$ cat src/csi_pkg.sv
// Shared constants and types for the codec serial interface
package csi_pkg;
   // Register byte offsets
   localparam logic [7:0] CSI_OFS_CTRL1 = 8'h00;
   localparam logic [7:0] CSI_OFS_CTRL2 = 8'h04;
   localparam logic [7:0] CSI_OFS_SLOTS = 8'h08;
   localparam logic [7:0] CSI_OFS_STATUS = 8'h0C;
   localparam logic [3:0] CSI_PAGE_TX = 4'h1;
   localparam logic [3:0] CSI_PAGE_RX = 4'h2;
   // Control one fields
   localparam int CSI_EN_BIT = 0;
   localparam int CSI_CKDIR_BIT = 1;
   localparam int CSI_IDLE_BIT = 2;
   localparam int CSI_FSDIR_BIT = 3;
   localparam int CSI_MODE_LSB = 4;
   localparam int CSI_DIV_LSB = 16;
   // Control two fields
   localparam int CSI_WL_LSB = 0;
   localparam int CSI_FL_LSB = 4;
   // Status fields
   localparam int CSI_RXFULL_BIT = 0;
   localparam int CSI_TXEMPTY_BIT = 1;
   localparam int CSI_OVR_BIT = 2;
   localparam int CSI_ADDR_LSB = 4;
   localparam int CSI_STATE_LSB = 8;
   // Reset values
   localparam logic [31:0] CSI_CTRL1_RST = 32'h0000_0000;
   localparam logic [31:0] CSI_CTRL2_RST = 32'h0000_00FF;
   localparam logic [15:0] CSI_SLOTS_RST = 16'h000F;
   // Data and framing sizes
   localparam int CSI_DW = 16;
   localparam int CSI_WORDS = 4;
   localparam logic [3:0] CSI_AC_WLEN = 4'hF;
   localparam logic [3:0] CSI_AC_FLEN = 4'hF;
   localparam logic [3:0] CSI_MAX_WLEN = 4'hF;
   // Frame sync modes
   typedef enum logic [1:0] {
      CSI_MULTI = 2'b00,
      CSI_I2S = 2'b01,
      CSI_AC16 = 2'b10,
      CSI_AC20 = 2'b11
   } csi_mode_type;
   // Serial engine states
   typedef enum logic [1:0] {
      CSI_ST_IDLE = 2'b00,
      CSI_ST_ARMED = 2'b01,
      CSI_ST_RUN = 2'b10
   } csi_state_type;
   // One two-way pin seen from inside: level driven and low-active enable
   typedef struct packed {
      logic drive;
      logic oe_n;
   } csi_pin_type;
endpackage

$ cat src/csi_top.sv
// Codec serial interface: Wishbone registers, shadows and serial engine
// How it works
// - Enabled block owns the bit clock, data out and frame sync pin directions
// - Clock direction bit: drive own clock or receive
// - Data out pin is output, driven when sending
// - Idle data out tristated or low, by bit
// - Data in pin is input only
// - Frame sync pin direction follows its bit
// - Engine works on shadow copies of buffers
// - Words are stored left justified
// - Short received words get zero low bits
// - Short transmit words drop unused low bits
// - Word length programmable up to sixteen
// - Up to sixteen slots, 256 bit frame
// - Four words buffered per direction
// - Multi-channel, I2S and AC-Link modes
// - 16-bit shifter, MSB first
// - Disable resets counters, stops clocks
// - Length field holds length minus one
// - Sync master when direction bit clear
`timescale 1ns/100ps
`default_nettype none
module csi_top (
   // System
   input wire logic i_clk,
   input wire logic i_rst,
   // Wishbone slave
   input wire logic i_wb_cyc,
   input wire logic i_wb_stb,
   input wire logic i_wb_we,
   input wire logic [7:0] i_wb_adr,
   input wire logic [3:0] i_wb_sel,
   input wire logic [31:0] i_wb_dat,
   output logic [31:0] o_wb_dat,
   output logic o_wb_ack,
   // Link pins
   input wire logic i_serial_bit_clock_pin,
   input wire logic i_serial_in_pin,
   input wire logic i_frame_sync_pin,
   output var csi_pkg::csi_pin_type o_serial_bit_clock_pin,
   output var csi_pkg::csi_pin_type o_serial_out_pin,
   output var csi_pkg::csi_pin_type o_frame_sync_pin
);
   import csi_pkg::*;

   logic [31:0] ctrl1; // Enable, directions, mode, divider
   logic [31:0] ctrl2; // Word and frame length
   logic [15:0] slot_en; // Active slot mask
   logic [15:0] tx_reg [CSI_WORDS]; // CPU side transmit words
   logic [15:0] rx_reg [CSI_WORDS]; // CPU side receive words
   logic [15:0] tx_sh [CSI_WORDS]; // Engine side transmit copy
   logic [15:0] rx_sh [CSI_WORDS]; // Engine side receive copy
   logic rx_full, tx_empty, ovr; // Sticky status
   logic [2:0] s1, s2; // Pin synchronisers {fs, in, clk}
   logic ck_prev, fs_prev; // Edge history
   logic [11:0] div_cnt; // Bit clock generator count
   logic gclk; // Generated bit clock
   csi_state_type state;
   logic [3:0] bit_cnt, slot_cnt; // Position within frame
   logic [1:0] addr; // Shared buffer address
   logic [1:0] rx_idx; // Drain position into receive copy
   logic go; // Slave frame start pending
   logic [15:0] tx_shift, rx_shift; // Shift registers
   logic tx_bit, tx_on, fs_m; // Engine pin levels
   logic rx_push; // Received word pulse
   logic [15:0] rx_word; // Left justified received word
   logic f_ready, d_valid; // Buffer handshakes
   logic [15:0] d_data;
   // Decoded controls
   logic en, ckdir, idle_low, fsdir, rise_t, fall_t, gen_tog, start_ok, act;
   logic [11:0] div;
   logic [3:0] wlen, flen, next_bit, next_slot;
   csi_mode_type mode;
   logic wr, rd_req, service, last_bit, load_msb, next_fs;
   logic [31:0] rdata;

   // Byte lane merge for register writes
   function automatic logic [31:0] merge(input logic [31:0] o, input logic [31:0] n,
                                          input logic [3:0] s);
      for (int i = 0; i < 4; i++) begin
         if (s[i]) o[8*i +: 8] = n[8*i +: 8];
      end
      return o;
   endfunction

   assign en = ctrl1[CSI_EN_BIT];
   assign ckdir = ctrl1[CSI_CKDIR_BIT];
   assign idle_low = ctrl1[CSI_IDLE_BIT];
   assign fsdir = ctrl1[CSI_FSDIR_BIT];
   assign mode = csi_mode_type'(ctrl1[CSI_MODE_LSB +: 2]);
   assign div = ctrl1[CSI_DIV_LSB +: 12];
   // AC-Link fixes the slot and frame sizes; field is length minus one
   assign wlen = mode[1] ? CSI_AC_WLEN : ctrl2[CSI_WL_LSB +: 4];
   assign flen = mode[1] ? CSI_AC_FLEN : ctrl2[CSI_FL_LSB +: 4];
   assign wr = i_wb_cyc & i_wb_stb & i_wb_we & o_wb_ack;
   assign rd_req = i_wb_cyc & i_wb_stb & ~o_wb_ack;

   // Wishbone ack, one wait state, dropped the cycle after
   always_ff @(posedge i_clk) begin
      if (i_rst) o_wb_ack <= 1'b0;
      else o_wb_ack <= i_wb_cyc & i_wb_stb & ~o_wb_ack;
   end

   // Read mux; unmapped offsets read zero
   always_comb begin
      rdata = '0;
      case (i_wb_adr[7:4])
         CSI_PAGE_TX: rdata = {16'h0000, tx_reg[i_wb_adr[3:2]]};
         CSI_PAGE_RX: rdata = {16'h0000, rx_reg[i_wb_adr[3:2]]};
         default: begin
            case (i_wb_adr)
               CSI_OFS_CTRL1: rdata = ctrl1;
               CSI_OFS_CTRL2: rdata = ctrl2;
               CSI_OFS_SLOTS: rdata = {16'h0000, slot_en};
               CSI_OFS_STATUS: begin
                  rdata[CSI_RXFULL_BIT] = rx_full;
                  rdata[CSI_TXEMPTY_BIT] = tx_empty;
                  rdata[CSI_OVR_BIT] = ovr;
                  rdata[CSI_ADDR_LSB +: 2] = addr;
                  rdata[CSI_STATE_LSB +: 2] = state;
               end
               default: rdata = '0;
            endcase
         end
      endcase
   end

   // Read data captured while the request waits for ack
   always_ff @(posedge i_clk) begin
      if (i_rst) o_wb_dat <= '0;
      else if (rd_req) o_wb_dat <= rdata;
   end

   // Control registers, written on the ack edge
   always_ff @(posedge i_clk) begin
      if (i_rst) begin
         ctrl1 <= CSI_CTRL1_RST;
         ctrl2 <= CSI_CTRL2_RST;
         slot_en <= CSI_SLOTS_RST;
      end else if (wr) begin
         case (i_wb_adr)
            CSI_OFS_CTRL1: ctrl1 <= merge(ctrl1, i_wb_dat, i_wb_sel);
            CSI_OFS_CTRL2: ctrl2 <= merge(ctrl2, i_wb_dat, i_wb_sel) & 32'h0000_00FF;
            CSI_OFS_SLOTS: slot_en <= 16'(merge({16'h0000, slot_en}, i_wb_dat, i_wb_sel));
            default: ;
         endcase
      end
   end

   // CPU transmit words; engine never touches these
   always_ff @(posedge i_clk) begin
      if (wr && i_wb_adr[7:4] == CSI_PAGE_TX) begin
         tx_reg[i_wb_adr[3:2]] <= 16'(merge({16'h0000, tx_reg[i_wb_adr[3:2]]}, i_wb_dat,
                                           i_wb_sel));
      end
   end

   // Two flops on every link input; only the second is read
   always_ff @(posedge i_clk) begin
      if (i_rst) begin
         s1 <= '0;
         s2 <= '0;
      end else begin
         s1 <= {i_frame_sync_pin, i_serial_in_pin, i_serial_bit_clock_pin};
         s2 <= s1;
      end
   end

   // Bit clock generator: half period of div+1 system clocks
   assign gen_tog = en && div != '0 && div_cnt == div;
   always_ff @(posedge i_clk) begin
      if (i_rst || !en || div == '0) begin
         div_cnt <= '0;
         gclk <= 1'b0;
      end else if (div_cnt == div) begin
         div_cnt <= '0;
         gclk <= ~gclk;
      end else div_cnt <= div_cnt + 12'h001;
   end

   // Bit clock edges from the chosen source
   always_ff @(posedge i_clk) begin
      if (i_rst) ck_prev <= 1'b0;
      else ck_prev <= s2[0];
   end
   assign rise_t = ckdir ? (s2[0] & ~ck_prev) : (gen_tog & ~gclk);
   assign fall_t = ckdir ? (~s2[0] & ck_prev) : (gen_tog & gclk);

   // Next frame position and master sync level
   assign last_bit = (bit_cnt == wlen);
   assign start_ok = ~fsdir | go;
   always_comb begin
      next_bit = bit_cnt + 4'h1;
      next_slot = slot_cnt;
      if (state != CSI_ST_RUN || last_bit) begin
         next_bit = '0;
         next_slot = (state != CSI_ST_RUN || slot_cnt == flen) ? 4'h0 : slot_cnt + 4'h1;
      end
      case (mode)
         CSI_MULTI: next_fs = (next_bit == wlen) && (next_slot == flen);
         CSI_I2S: next_fs = (next_slot <= (flen >> 1));
         default: next_fs = (next_slot == 4'h0);
      endcase
   end
   assign act = slot_en[next_slot];
   assign load_msb = tx_sh[addr][15];
   assign service = rise_t && state == CSI_ST_RUN && last_bit && slot_en[slot_cnt]
                    && addr == 2'(CSI_WORDS - 1);

   // Frame sequencing on falling bit clock edges
   always_ff @(posedge i_clk) begin
      if (i_rst || !en) begin
         state <= CSI_ST_IDLE;
         bit_cnt <= '0;
         slot_cnt <= '0;
         tx_on <= 1'b0;
         tx_bit <= 1'b0;
         fs_m <= 1'b0;
         tx_shift <= '0;
      end else if (state == CSI_ST_IDLE) begin
         state <= CSI_ST_ARMED;
      end else if (fall_t) begin
         if (state == CSI_ST_RUN && !(last_bit && slot_cnt == flen)) begin
            bit_cnt <= next_bit;
            slot_cnt <= next_slot;
         end else if (start_ok) begin
            state <= CSI_ST_RUN;
            bit_cnt <= '0;
            slot_cnt <= '0;
         end else begin
            state <= CSI_ST_ARMED; // Slave waits for the next sync
         end
         fs_m <= next_fs;
         if (next_bit == '0) begin
            tx_on <= act && (state == CSI_ST_RUN ? !(last_bit && slot_cnt == flen) || start_ok
                                                 : start_ok);
            tx_shift <= tx_sh[addr];
            tx_bit <= load_msb;
         end else begin
            tx_shift <= tx_shift << 1;
            tx_bit <= tx_shift[14];
         end
      end
   end

   // Sampling, slave sync detection and buffer address on rising edges
   always_ff @(posedge i_clk) begin
      if (i_rst || !en) begin
         rx_shift <= '0;
         rx_push <= 1'b0;
         rx_word <= '0;
         addr <= '0;
         go <= 1'b0;
         fs_prev <= 1'b0;
      end else begin
         rx_push <= 1'b0;
         if (fall_t) go <= 1'b0;
         if (rise_t) begin
            fs_prev <= s2[2];
            // Slave takes sync only while armed or in the last bit of a frame
            if (fsdir && (state == CSI_ST_ARMED || (last_bit && slot_cnt == flen))
                && (mode == CSI_I2S ? s2[2] != fs_prev : s2[2])) go <= 1'b1;
            if (state == CSI_ST_RUN) begin
               rx_shift <= {rx_shift[14:0], s2[1]};
               if (last_bit && slot_en[slot_cnt]) begin
                  rx_word <= {rx_shift[14:0], s2[1]} << (CSI_MAX_WLEN - wlen);
                  rx_push <= 1'b1;
                  addr <= addr + 2'h1;
               end
            end
         end
      end
   end

   // Transmit copy refreshed after the fourth word goes out
   always_ff @(posedge i_clk) begin
      if (i_rst) begin
         for (int i = 0; i < CSI_WORDS; i++) tx_sh[i] <= '0;
      end else if (service) begin
         for (int i = 0; i < CSI_WORDS; i++) tx_sh[i] <= tx_reg[i];
      end
   end

   // Receive words wait here if software is slow to collect
   csi_pair_fifo #(.W(CSI_DW), .DEPTH(2)) u_rx_buf (
      .i_clk(i_clk),
      .i_rst(i_rst),
      .i_flush(~en),
      .i_valid(rx_push),
      .i_data(rx_word),
      .o_ready(f_ready),
      .o_valid(d_valid),
      .o_data(d_data),
      .i_ready(~rx_full)
   );

   // Drain into the receive copy; publish after four words
   always_ff @(posedge i_clk) begin
      if (i_rst) begin
         rx_idx <= '0;
         // Software sees zeros, not junk, before the first batch lands
         for (int i = 0; i < CSI_WORDS; i++) rx_reg[i] <= '0;
      end else if (!en) begin
         rx_idx <= '0;
      end else if (d_valid && !rx_full) begin
         rx_sh[rx_idx] <= d_data;
         rx_idx <= rx_idx + 2'h1;
         if (rx_idx == 2'(CSI_WORDS - 1)) begin
            for (int i = 0; i < CSI_WORDS - 1; i++) rx_reg[i] <= rx_sh[i];
            rx_reg[CSI_WORDS - 1] <= d_data;
         end
      end
   end

   // Sticky status; a new event beats a same-cycle write-one clear
   always_ff @(posedge i_clk) begin
      if (i_rst) begin
         rx_full <= 1'b0;
         tx_empty <= 1'b0;
         ovr <= 1'b0;
      end else begin
         if (d_valid && !rx_full && rx_idx == 2'(CSI_WORDS - 1)) rx_full <= 1'b1;
         else if (wr && i_wb_adr == CSI_OFS_STATUS && i_wb_sel[0]
                  && i_wb_dat[CSI_RXFULL_BIT]) rx_full <= 1'b0;
         if (service) tx_empty <= 1'b1;
         else if (wr && i_wb_adr == CSI_OFS_STATUS && i_wb_sel[0]
                  && i_wb_dat[CSI_TXEMPTY_BIT]) tx_empty <= 1'b0;
         if (rx_push && !f_ready) ovr <= 1'b1;
         else if (wr && i_wb_adr == CSI_OFS_STATUS && i_wb_sel[0]
                  && i_wb_dat[CSI_OVR_BIT]) ovr <= 1'b0;
      end
   end

   // Pin drivers; all released while disabled
   always_ff @(posedge i_clk) begin
      if (i_rst) begin
         o_serial_bit_clock_pin <= '{drive: 1'b0, oe_n: 1'b1};
         o_serial_out_pin <= '{drive: 1'b0, oe_n: 1'b1};
         o_frame_sync_pin <= '{drive: 1'b0, oe_n: 1'b1};
      end else begin
         o_serial_bit_clock_pin <= '{drive: gclk, oe_n: ~(en & ~ckdir)};
         o_serial_out_pin <= '{drive: tx_bit & tx_on,
                               oe_n: ~(en & (tx_on | idle_low))};
         o_frame_sync_pin <= '{drive: fs_m & ~fsdir, oe_n: ~(en & ~fsdir)};
      end
   end
endmodule // csi_top
`default_nettype wire

$ cat src/csi_pair_fifo.sv
// Small valid/ready buffer between the serial engine and the receive shadow
`timescale 1ns/100ps
`default_nettype none
module csi_pair_fifo #(
   parameter int W = 16,
   parameter int DEPTH = 2
) (
   // System
   input wire logic i_clk,
   input wire logic i_rst,
   input wire logic i_flush,
   // Fill side
   input wire logic i_valid,
   input wire logic [W-1:0] i_data,
   output logic o_ready,
   // Drain side
   output logic o_valid,
   output logic [W-1:0] o_data,
   input wire logic i_ready
);
   localparam int AW = (DEPTH > 1) ? $clog2(DEPTH) : 1;
   logic [W-1:0] mem [DEPTH]; // Storage
   logic [AW-1:0] wp; // Write pointer
   logic [AW-1:0] rp; // Read pointer
   logic [AW:0] cnt; // Entries held
   logic push;
   logic pop;

   // Pointer step with wrap for any depth
   function automatic logic [AW-1:0] inc(input logic [AW-1:0] p);
      return (p == AW'(DEPTH - 1)) ? '0 : p + AW'(1);
   endfunction

   assign o_ready = (cnt != (AW + 1)'(DEPTH));
   assign o_valid = (cnt != '0);
   assign o_data = mem[rp];
   assign push = i_valid & o_ready;
   assign pop = o_valid & i_ready;

   // Pointers and count; flush drops held words
   always_ff @(posedge i_clk) begin
      if (i_rst || i_flush) begin
         wp <= '0;
         rp <= '0;
         cnt <= '0;
      end else begin
         if (push) wp <= inc(wp);
         if (pop) rp <= inc(rp);
         if (push && !pop) cnt <= cnt + (AW + 1)'(1);
         else if (pop && !push) cnt <= cnt - (AW + 1)'(1);
      end
   end

   // Data storage needs no reset
   always_ff @(posedge i_clk) begin
      if (push) mem[wp] <= i_data;
   end
endmodule // csi_pair_fifo
`default_nettype wire

$ cat config.mk
export PLATFORM = sky130hd
export DESIGN_NAME = csi_top
export DESIGN_NICKNAME = d
export VERILOG_FILES = /design/src/csi_pkg.sv /design/src/csi_top.sv /design/src/csi_pair_fifo.sv
export SDC_FILE = /design/constraint.sdc
export NUM_CORES = 1
export LEC_CHECK = 0
export BUFFER_PORTS_ARGS = -buffer_cell sky130_fd_sc_hd__buf_2
export CORE_MARGIN = 2
export CORE_UTILIZATION = 30
export DETAILED_ROUTE_END_ITERATION = 10
export SKIP_CTS_REPAIR_TIMING = 1
export SYNTH_ARGS = -nofsm -noshare
export SYNTH_HDL_FRONTEND = slang
export SYNTH_SLANG_ARGS = --single-unit
$ cat constraint.sdc
create_clock -name i_clk -period 8.7 [get_ports i_clk]
set_clock_uncertainty 0.05 [all_clocks]
set_input_delay 0.87 -clock i_clk [delete_from_list [all_inputs] [get_ports i_clk]]
set_output_delay 0.87 -clock i_clk [all_outputs]
set_load 0.1 [all_outputs]
Yosys cells after proc, flatten, opt, wreduce, memory -nomap -nowiden
Memory sizes are Yosys's and may differ from the RTL's. A register that Yosys moved wholly into a read port is not among the register bits. Index checks and enable logic that the tools add are counted.

Register bits: 188. Memory bits (writable): 288. Word-level logic and storage cells: 266. Memories: 5.

$add $sub $neg: 10. Magnitude comparators: 3. Equal/unequal tests: 19. Shift-type cells: 1. Muxes and demuxes: 78. Bitwise gates (word level): 40. Reductions and logical operators: 69.

Memory list: rx_reg (depth 4, width 16, read ports 1, clocked after memory_dff 0, write ports 4, RTL line csi_top.sv:50) `logic [15:0] rx_reg [CSI_WORDS];`; rx_sh (depth 4, width 16, read ports 3, clocked after memory_dff 0, write ports 1, RTL line csi_top.sv:52) `logic [15:0] rx_sh [CSI_WORDS];`; tx_reg (depth 4, width 16, read ports 5, clocked after memory_dff 0, write ports 1, RTL line csi_top.sv:49) `logic [15:0] tx_reg [CSI_WORDS];`; tx_sh (depth 4, width 16, read ports 1, clocked after memory_dff 1, write ports 4, RTL line csi_top.sv:51) `logic [15:0] tx_sh [CSI_WORDS];`; u_rx_buf.mem (depth 2, width 16, read ports 1, clocked after memory_dff 1, write ports 1, RTL line csi_pair_fifo.sv:22) `logic [W-1:0] mem [DEPTH];`.

Operator list (count): $mux W16 (8); $pmux W32 S2 (1); $pmux W22 S2 (1); $mux W1 (42); $mux W4 (8); $mux W8 (4); $reduce_and A3 Y1 (10); $logic_and A1 B1 Y1 (24); $eq A4 B4 Y1 (4); $eq A8 B4 Y1 const B (2); $shl A16 B4 Y16 (1); $and A1 B1 Y1 (15); $mux W15 (1); $not A1 Y1 (15); $reduce_bool A2 Y1 (7); $add A12 B1 Y12 const B (1); $eq A12 B12 Y1 (1); $logic_not A12 Y1 (1); $pmux W2 S3 (2); $pmux W3 S4 (1); $reduce_bool A12 Y1 (1); $lt A4 B5 Y1 const B (2); $mux W2 (5); $or A1 B1 Y1 (10); other kinds (25) (53).

Logic depth before layout (Yosys ltp)
Gate-level depths: netlist of run 1.

Depth in word-level cells: 13. Gate-level depth with buffers: 18. Gate-level depth less buffers: 15.

By module
Synthesis of run 1 repeated with hierarchy kept, for this count alone.

Cells, all modules: 1657. Area, all modules: 20191.9 um^2.

By module, submodules not included: csi_top (instances 1, cells an instance 1582, area an instance 18809.3 um^2, sequential area each 10930.5 um^2); csi_pair_fifo (instances 1, cells an instance 75, area an instance 1382.6 um^2, sequential area each 1061.0 um^2).

Worst setup path after synthesis of run 1
No wires, ideal clock.

Kind: flip-flop to flip-flop. Start point: register div_cnt[5]. End point: memory tx_sh[0][0] (enable). Arrival time: 6.400 ns. Required time: 8.075 ns. Path slack: 1.675 ns. Cell stages (with the launch flop): 10. Buffers on the path: 2. Clock period less this slack: 7.025 ns. Cells stage by stage: dfxtp_1 > xnor2_1 > nand4_1 > nor3_2 > nand2_1 > o21ai_2 > nand4_1 > buf_2 > buf_1 > o21ai_0.

RTL lines: from (decl) (RTL line csi_top.sv:56) `logic [11:0] div_cnt;`; from (signal assigned) (RTL line csi_top.sv:178) `end else div_cnt <= div_cnt + 12'h001;`; to (decl) (RTL line csi_top.sv:51).

Worst setup path in the final report of run 1
Start point: register ctrl1[5]. End point: register fs_m.

Cells in the longest elaborated chain, start to end: 8. Elaborated cells on any way between the ends: 17. Those cells by class: order compare: 1; eq/ne: 5; mux: 6; reduce/logical: 5.

RTL lines: from (decl) (RTL line csi_top.sv:46) `logic [31:0] ctrl1;`; from (signal assigned) (RTL line csi_top.sv:142) `CSI_OFS_CTRL1: ctrl1 <= merge(ctrl1, i_wb_dat, i_wb_sel);`; branches (longest 7 deep; another with $le A4 B3 Y1); $pmux W1 S2 * (RTL line csi_top.sv:199) `case (mode)`; to (signal assigned) (RTL line csi_top.sv:233) `fs_m <= next_fs;`; to (decl) (RTL line csi_top.sv:64) `logic tx_bit, tx_on, fs_m;`.

Mark *: on every way between the ends. A chain may end at the register's enable or synchronous reset.

==> implementation parameters, run 1 <==
Parameter                              Value

Die
  Floorplan Core Area    65,630 µm²
  Count of boundary I/O pins    91
  Total Die Area    68,270 µm²
  Initial core utilization    30.26%
  Die Span X    261.3 µm
  Vert. Die Dim    261.3 µm
  Placement Rows    94

Worst hold path
  Hold/Removal Path Class    reg -> reg

Power and ir drop
  Switching power share of the total    20.69%
  Switching power    0.9956 mW
  Peak ir drop on the vdd network    0.1314 mV
  Leakage power    8.246 nW
  Comb power frac    3.5%
  Power density over cell area    209.7 nW/µm²
  Final Total Pwr    4.812 mW
  Reg power frac    49.0%
  Part of the power in the clock network    47.4%
  Internal portion of total power    3.816 mW

GRT
  Remaining Overflow, GRT    0
  Wire length of the first global-routing pass    73.83 mm
  Total global routing track utilization    13.80%
  Vias in the first global route    12,910
  Maximum number of pins on one net before global-route repair    71
  Initial antenna violation count    0

Critical path
  Setup crit start kind    flip-flop
  Req. time, crit path    9.10 ns
  Arrival @ worst endpoint    4.51 ns
  Highest fanout seen on the critical path    30
  Endpoint class of the critical path    flip-flop
  Crit path kind    reg -> reg

Route
  Number of routed nets with antenna violations    0
  DR vias/cell    4.968
  Routed wire length    47.33 mm
  Vias    12,680
  Initial detailed-routing violation count    873
  Routed wire length per instance    18.55 µm
  Drt first pass iters    4
  Remaining routing DRC violations    0

Place
  Final Wtd Congestion    0.8562
  Number of input and output port buffers inserted    90
  Post-DP HPWL    32.22 mm
  Worst setup slack before clock tree synthesis    4.680 ns

Synthesis
  Count of different cell masters after synthesis    63
  Post-synthesis area per instance    12.45 µm²
  Sequential-to-total area share from yosys stat    60.39%
  Ys async rst share    0%
  Dominant register cell in the synthesized netlist    edfxtp_1
  Warnings from Yosys    0
  Number of synthesized register bits    463
  Syn Inst Count    1,595
  Cell types occupying the most area after synthesis    edfxtp_1, dfxtp_1, mux4_2
  Net Count, Synth    1,659
  Count of flip-flops with a built-in enable after synthesis    272
  Share of the synthesized area in the top cell type    41.13%
  Cell type with the largest total area after synthesis    edfxtp_1
  Post-synthesis cell area    19,860 µm²

Final layout
  Commonest cells after routing, fill and taps aside    edfxtp_1, dfxtp_1, nor2_1
  N_diodes    0
  Layout net count    1,712
  Layout area overhead    15.57%
  Final design utilization    34.97%
  Share of final-layout standard cells stronger than drive strength 1    17.89%
  Most common cell after layout, fill and taps aside    edfxtp_1

STA
  Total Neg Setup Slack    0 ns
  # setup viols final    0
  Fin crit period    4.106 ns
  Slew Limit Fails    0
  Final Hold Violating Endpoints    0
  Unrepaired setup endpoints after global routing    false
  Achievable Freq    0.2435 GHz
  Worst-case hold slack    0.3998 ns
  Slew at the pin closest to its max-slew limit    1.083 ns
  Period utilization    47.20%
  Post-layout worst setup margin    4.594 ns
  Headroom to the max-slew limit    27.62%

Clocking
  Worst-Skew Late Latency    0.60 ns
  Cell chosen for the clock root    clkbuf_16
  H-Tree Level Count    2
  TritonCTS buffer count    48
  Sinks on Clock Net    463
  Buffer depth of the longest clock path    3
  Clock tree from TritonCTS    built
  Clock transition at path regs    0.07 ns

Run status
  Outcome    complete, no violations

Run
  Max-cap violations    0
layout make-up:
type                       count  area (µm²)
fill                        6466       42680
inverter                      20       75.07
timing repair buffer         115       640.6
multi-input combinational   1000        7383
sequential                   463       11990
tap                          864        1081
clock buffer                  62        1295
clock inverter                28       483.0
metrics by stage:
step                      std cells  cell area, µm²
final                          2552           22950
after global routing           2552           22950
after CTS                      2552           22950
after detailed placement       2462           21170
after floorplan                1595           19860
after global placement         2462           21170
cell families (layout without fill, tap and decap cells):
logic type | count (synthesis) | after routing | synth area share, %
and+or+nand+nor | 537 | 537 | 13.45
AOI/OAI and AO/OA | 210 | 210 | 7.070
xor gates and xnor gates | 37 | 37 | 1.632
muxes | 204 | 204 | 14.03
DFF | 463 | 463 | 60.39
buffers and inverters | 132 | 225 | 2.678
adders and majority gates | 12 | 12 | 0.7561
per-layer routing:
| layer | vias up | global-route usage (%) | wire [µm] |
|---|---|---|---|
| li1 | 6010 | - | - |
| met1 | 6298 | 17.42 | 20210 |
| met2 | 288 | 24.17 | 23750 |
| met3 | 83 | 1.752 | 1918 |
| met4 | 0 | 5.082 | 1456 |
| met5 | - | 0 | 0 |
path summary, 6_finish.rpt:
check            from    end  slack (ns)  depth (start not counted)
max          ctrl1[5]   fs_m        4.59                         16
min             s1[1]  s2[1]        0.40                          1
max reg2reg  ctrl1[5]   fs_m        4.59                         16
min reg2reg     s1[1]  s2[1]        0.40                          1
cell usage after synthesis, types with 3 or more instances:
cell / count
buf_2: 14
nand3_1: 56
buf_1: 12
edfxtp_1: 272
a211oi_1: 32
clkbuf_1: 83
nand3b_1: 6
o211ai_1: 3
xnor2_1: 20
and2_1: 71
or3_1: 11
a31o_2: 3
nand2_1: 105
dfxtp_1: 191
a211o_1: 4
a22oi_1: 26
mux2_2: 34
a22o_1: 5
mux2i_1: 114
a311oi_1: 13
nor3_1: 8
a31oi_1: 3
nand2b_1: 3
nor2b_1: 13
and3_1: 84
or4_1: 3
a21oi_1: 68
nand4_1: 8
nor2_1: 150
nor4_1: 5
o21ai_0: 25
a221oi_1: 4
inv_1: 19
mux4_2: 56
o22ai_1: 6
xor2_1: 17
ha_1: 12
or2_1: 3
power by group through the flow:
stage          Clock [mW]  Sequential, mW  Combinational, mW
2_1_floorplan           0            2.44             0.0801
6_report             2.28            2.36              0.171
5_1_grt              2.41            2.36              0.181
4_1_cts              2.33            2.36              0.172
3_5_place_dp            0            2.41              0.171
3_3_place_gp            0            2.40              0.169
critical path: stages (launching register included):
cell and delay [ns]:
dfxtp_1 1.01, or2_1 0.69, nor3_1 0.14, o32ai_1 0.18, buf_4 0.23, nand3_1 0.10
o31ai_2 0.19, inv_1 0.17, ha_1 0.21, inv_1 0.05, a21o_1 0.11, a21oi_1 0.06
a31oi_1 0.16, nor3b_1 0.07, a31o_2 0.25, a21boi_0 0.17, o22ai_1 0.10
No activity file was read; power rests on OpenSTA's default activity.
==> run 2, diff against run 1 <==
clock period = 3.8 ns   (was 8.7 ns; I/O delays follow)
==> implementation parameters, run 2 (synthesis gave the netlist of run 1 again) <==
Parameter                              Value

GRT
  Maximum number of pins on one net before global-route repair    70
  Initial antenna violation count    0
  Remaining Overflow, GRT    0
  Vias in the first global route    12,840
  Wire length of the first global-routing pass    74.82 mm
  Total global routing track utilization    14.07%

Clocking
  Clock transition at path regs    0.06 ns
  Sinks on Clock Net    463
  Worst-Skew Late Latency    0.59 ns
  TritonCTS buffer count    48
  Clock tree from TritonCTS    built
  Cell chosen for the clock root    clkbuf_16
  Buffer depth of the longest clock path    3
  H-Tree Level Count    2

STA
  Period utilization    85.31%
  # setup viols final    0
  Unrepaired setup endpoints after global routing    false
  Total Neg Setup Slack    0 ns
  Final Hold Violating Endpoints    3
  Slew Limit Fails    0
  Fin crit period    3.242 ns
  Worst-case hold slack    -0.008958 ns
  Slew at the pin closest to its max-slew limit    1.125 ns
  Headroom to the max-slew limit    24.82%
  Achievable Freq    0.3085 GHz

Die
  Floorplan Core Area    65,630 µm²
  Total Die Area    68,270 µm²
  Count of boundary I/O pins    91
  Initial core utilization    30.26%
  Placement Rows    94
  Die Span X    261.3 µm
  Vert. Die Dim    261.3 µm

Route
  Drt first pass iters    5
  Number of routed nets with antenna violations    0
  Routed wire length per instance    18.86 µm
  Vias    12,860
  Remaining routing DRC violations    0
  Initial detailed-routing violation count    945
  DR vias/cell    4.982
  Routed wire length    48.68 mm

Final layout
  Layout area overhead    16.14%
  Most common cell after layout, fill and taps aside    edfxtp_1
  N_diodes    0
  Share of final-layout standard cells stronger than drive strength 1    18.63%
  Commonest cells after routing, fill and taps aside    edfxtp_1, dfxtp_1, nor2_1
  Final design utilization    35.14%
  Layout net count    1,743

Run status
  Outcome    complete, but fails checks
  Violated checks    hold timing

Power and ir drop
  Peak ir drop on the vdd network    0.2743 mV
  Leakage power    8.338 nW
  Power density over cell area    461.0 nW/µm²

Place
  Number of input and output port buffers inserted    90
  Final Wtd Congestion    0.8883
  Post-DP HPWL    33.46 mm

Critical path
  Arrival @ worst endpoint    3.65 ns
  Crit path kind    reg -> reg
  Setup crit start kind    flip-flop
  Endpoint class of the critical path    flip-flop
  Req. time, crit path    4.21 ns
  Highest fanout seen on the critical path    25

Run
  Max-cap violations    0

Worst hold path
  Hold/Removal Path Class    in -> reg
[run 2: cell types whose count changed in the layout (fill, tap and decap cells not counted), sizes merged]
cell         previous run  this run
clkbuf                 62        67
buf                   115       137
bufinv                 12         6
dlygate4sd3             0         9
[run 2: per-layer routing]
metal | vias to the layer above | share of wire (%) | GRT usage, %
met3 | 79 | 4.5 | 2.352
li1 | 6071 | - | -
met5 | - | 0 | 0
met4 | 0 | 2.4 | 3.961
met2 | 292 | 50 | 24.31
met1 | 6422 | 43 | 18.16
[run 2: worst max-delay path, cell delays in order, from the launching register on]
cell,delay (ns)
dfxtp_2,0.45
or3_1,0.41
a211oi_2,0.24
o32ai_1,0.13
buf_4,0.21
a22oi_1,0.23
nand2_1,0.11
nand2_1,0.13
inv_1,0.09
ha_1,0.30
a21oi_1,0.06
a31oi_1,0.14
nor3b_1,0.06
a31o_2,0.22
a21boi_0,0.17
o22ai_1,0.09
[run 2: final cells by class]
class | count | area (µm²)
Clock buffer | 67 | 1344
Sequential cell | 463 | 11990
Multi-Input combinational cell | 1000 | 7390
Timing Repair Buffer | 146 | 908.4
Inverter | 20 | 75.07
Clock inverter | 22 | 271.5
Tap cell | 864 | 1081
Fill cell | 6409 | 42570
[run 2: worst paths after layout]
path	startpoint	end	slack, ns	cells after the start
worst max-delay path	ctrl1[5]	fs_m	0.56	15
worst min-delay path	i_wb_dat[30]	ctrl1[30]	-0.009	3
worst max register to register	ctrl1[5]	fs_m	0.56	15
worst min register to register	s1[2]	s2[2]	0.40	1
[run 2: power breakdown]
group	internal, mW	switching, mW
Combinational	0.133	0.276
Sequential	5.37	0.0255
Clock	2.88	1.94
Total	8.39	2.25
[run 2: metrics by stage]
step | worst slack [ns] | hold slack (ns) | power (mW) | std cells | area, µm²
final | 0.5581 | -0.008958 | 10.63 | 2582 | 23060
after global routing | 0.2901 | 0.0003834 | 10.95 | 2582 | 23060
after CTS | 0.02049 | -0.06225 | 10.73 | 2573 | 22960
after detailed placement | 0.05963 | 0.3800 | 5.911 | 2484 | 21350
after global placement | 0.2519 | 0.3876 | 5.901 | 2484 | 21350
after floorplan | 0.3484 | 0.3638 | 5.763 | 1595 | 19870
==> run 3, diff against run 2 <==
CORE_ASPECT_RATIO = 1.1   (was not set)
==> implementation parameters, run 3 (synthesis gave the netlist of run 1 again) <==
Parameter                              Value

Run status
  Outcome    complete, but fails checks
  Violated checks    hold timing

GRT
  Busiest grt layer    met2
  Remaining Overflow, GRT    0
  Met1 demand-to-capacity share in global routing    16.56%
  Vias in the first global route    12,910
  Met2 usage    25.48%
  M3 GR Usage    2.140%
  Total global routing track utilization    14.15%
  Maximum number of pins on one net before global-route repair    70
  Wire length of the first global-routing pass    75.15 mm
  Initial antenna violation count    4

Die
  Vert. Die Dim    273.8 µm
  Die Span X    249.3 µm
  Floorplan Core Area    65,230 µm²
  Initial core utilization    30.44%
  Total Die Area    68,270 µm²
  Count of boundary I/O pins    91
  Placement Rows    98

STA
  Headroom to the max-slew limit    21.60%
  Unrepaired setup endpoints after global routing    false
  Final Hold Violating Endpoints    1
  Slew at the pin closest to its max-slew limit    1.173 ns
  Worst-case hold slack    -0.005104 ns
  Post-layout worst setup margin    0.3243 ns
  Period utilization    91.47%
  Achievable Freq    0.2877 GHz
  Slew Limit Fails    0
  Total Neg Setup Slack    0 ns
  Fin crit period    3.476 ns
  # setup viols final    0

Route
  Remaining routing DRC violations    0
  Drt first pass iters    5
  Routed wire length per instance    19.02 µm
  Routed wire length    49.08 mm
  Vias    12,840
  Initial detailed-routing violation count    641
  DR vias/cell    4.974
  Number of routed nets with antenna violations    0

Critical path
  Worst reg2reg startpoint    ctrl1[5]
  Req. time, crit path    4.01 ns
  Source of the critical timing path    ctrl1[5]
  Endpoint class of the critical path    flip-flop
  Setup crit start kind    flip-flop
  CP Capture Point    tx_sh[0][10]
  Critical R2R Capture    tx_sh[0][10]
  Crit path kind    reg -> reg
  Reg2reg path depth    7
  Highest fanout seen on the critical path    32
  Register-to-Register Setup Slack    0.32 ns
  Arrival @ worst endpoint    3.69 ns

Clocking
  Cell chosen for the clock root    clkbuf_16
  Buffer depth of the longest clock path    3
  Sinks on Clock Net    463
  Clock transition at path regs    0.07 ns
  H-Tree Level Count    2
  Clock tree from TritonCTS    built
  TritonCTS buffer count    48
  Worst-Skew Late Latency    0.58 ns

Power and ir drop
  Leakage power    8.390 nW
  Power density over cell area    461.0 nW/µm²
  Peak ir drop on the vdd network    0.2897 mV
  Reg power frac    50.6%
  Part of the power in the clock network    45.6%
  Switching power share of the total    21.14%
  Comb power frac    3.8%
  Internal portion of total power    8.415 mW
  Switching power    2.255 mW

Place
  Worst setup slack before clock tree synthesis    0.3280 ns
  Number of input and output port buffers inserted    90
  Post-DP HPWL    34.24 mm
  Final Wtd Congestion    0.8719

Run
  Max-cap violations    0

Final layout
  Layout area overhead    16.55%
  Most common cell after layout, fill and taps aside    edfxtp_1
  Share of final-layout standard cells stronger than drive strength 1    19.20%
  Layout net count    1,754
  Commonest cells after routing, fill and taps aside    edfxtp_1, dfxtp_1, nor2_1

Worst hold path
  Hold/Removal Path Class    in -> reg
run 3: cell type report:
| class | count | area, µm² |
|---|---|---|
| clock buffers | 65 | 1348 |
| inverters | 20 | 75.07 |
| repair buffers | 157 | 983.4 |
| well taps | 850 | 1064 |
| diodes | 2 | 5.005 |
| multi-input cells | 1000 | 7383 |
| flip-flops and latches | 463 | 11990 |
| fillers | 6371 | 42090 |
| clock inverters | 24 | 295.3 |
run 3: how the worst min path moves through the flow:
| stage | from | endpoint | cells after the start |
|---|---|---|---|
| 2_1_floorplan | s1[0] | s2[0] | 1 |
| 3_3_place_gp | o_wb_dat[17] | o_wb_dat[17] | 2 |
| 3_5_place_dp | s1[1] | s2[1] | 1 |
| 4_1_cts | i_serial_in_pin | s1[1] | 2 |
| 5_1_grt | i_wb_dat[30] | ctrl1[30] | 3 |
| 6_report | i_wb_dat[30] | ctrl1[30] | 3 |
run 3: routing by layer:
metal	up-vias	wire length, µm
met1	6346	20020
met3	103	2182
met4	2	2018
met5	-	14
li1	6094	-
met2	292	24840
run 3: critical path: stages (launching register included):
cell	delay [ns]
dfxtp_1	0.49
buf_4	0.26
or2_1	0.22
nor3_1	0.26
o32a_2	0.33
nand4_1	0.26
o21ai_4	0.85
buf_4	0.40
run 3: power groups by stage:
stage | clock (mW) | sequential [mW] | combinational, mW
2_1_floorplan | 0 | 5.58 | 0.184
3_3_place_gp | 0 | 5.50 | 0.395
3_5_place_dp | 0 | 5.51 | 0.400
4_1_cts | 4.99 | 5.40 | 0.402
5_1_grt | 5.16 | 5.40 | 0.431
6_report | 4.86 | 5.40 | 0.408
run 3: stage by stage:
step	instance area (µm²)	power (mW)	hold WS, ns	std cells	utilization [%]
after global routing	23140	11.00	0.002007	2581	35.48
after detailed placement	21390	5.907	0.3850	2479	32.79
after global placement	21390	5.896	0.3890	2479	32.79
after floorplan	19870	5.763	0.3638	1595	-
final	23140	10.67	-0.005104	2581	35.48
after CTS	23030	10.79	-0.06710	2568	35.30
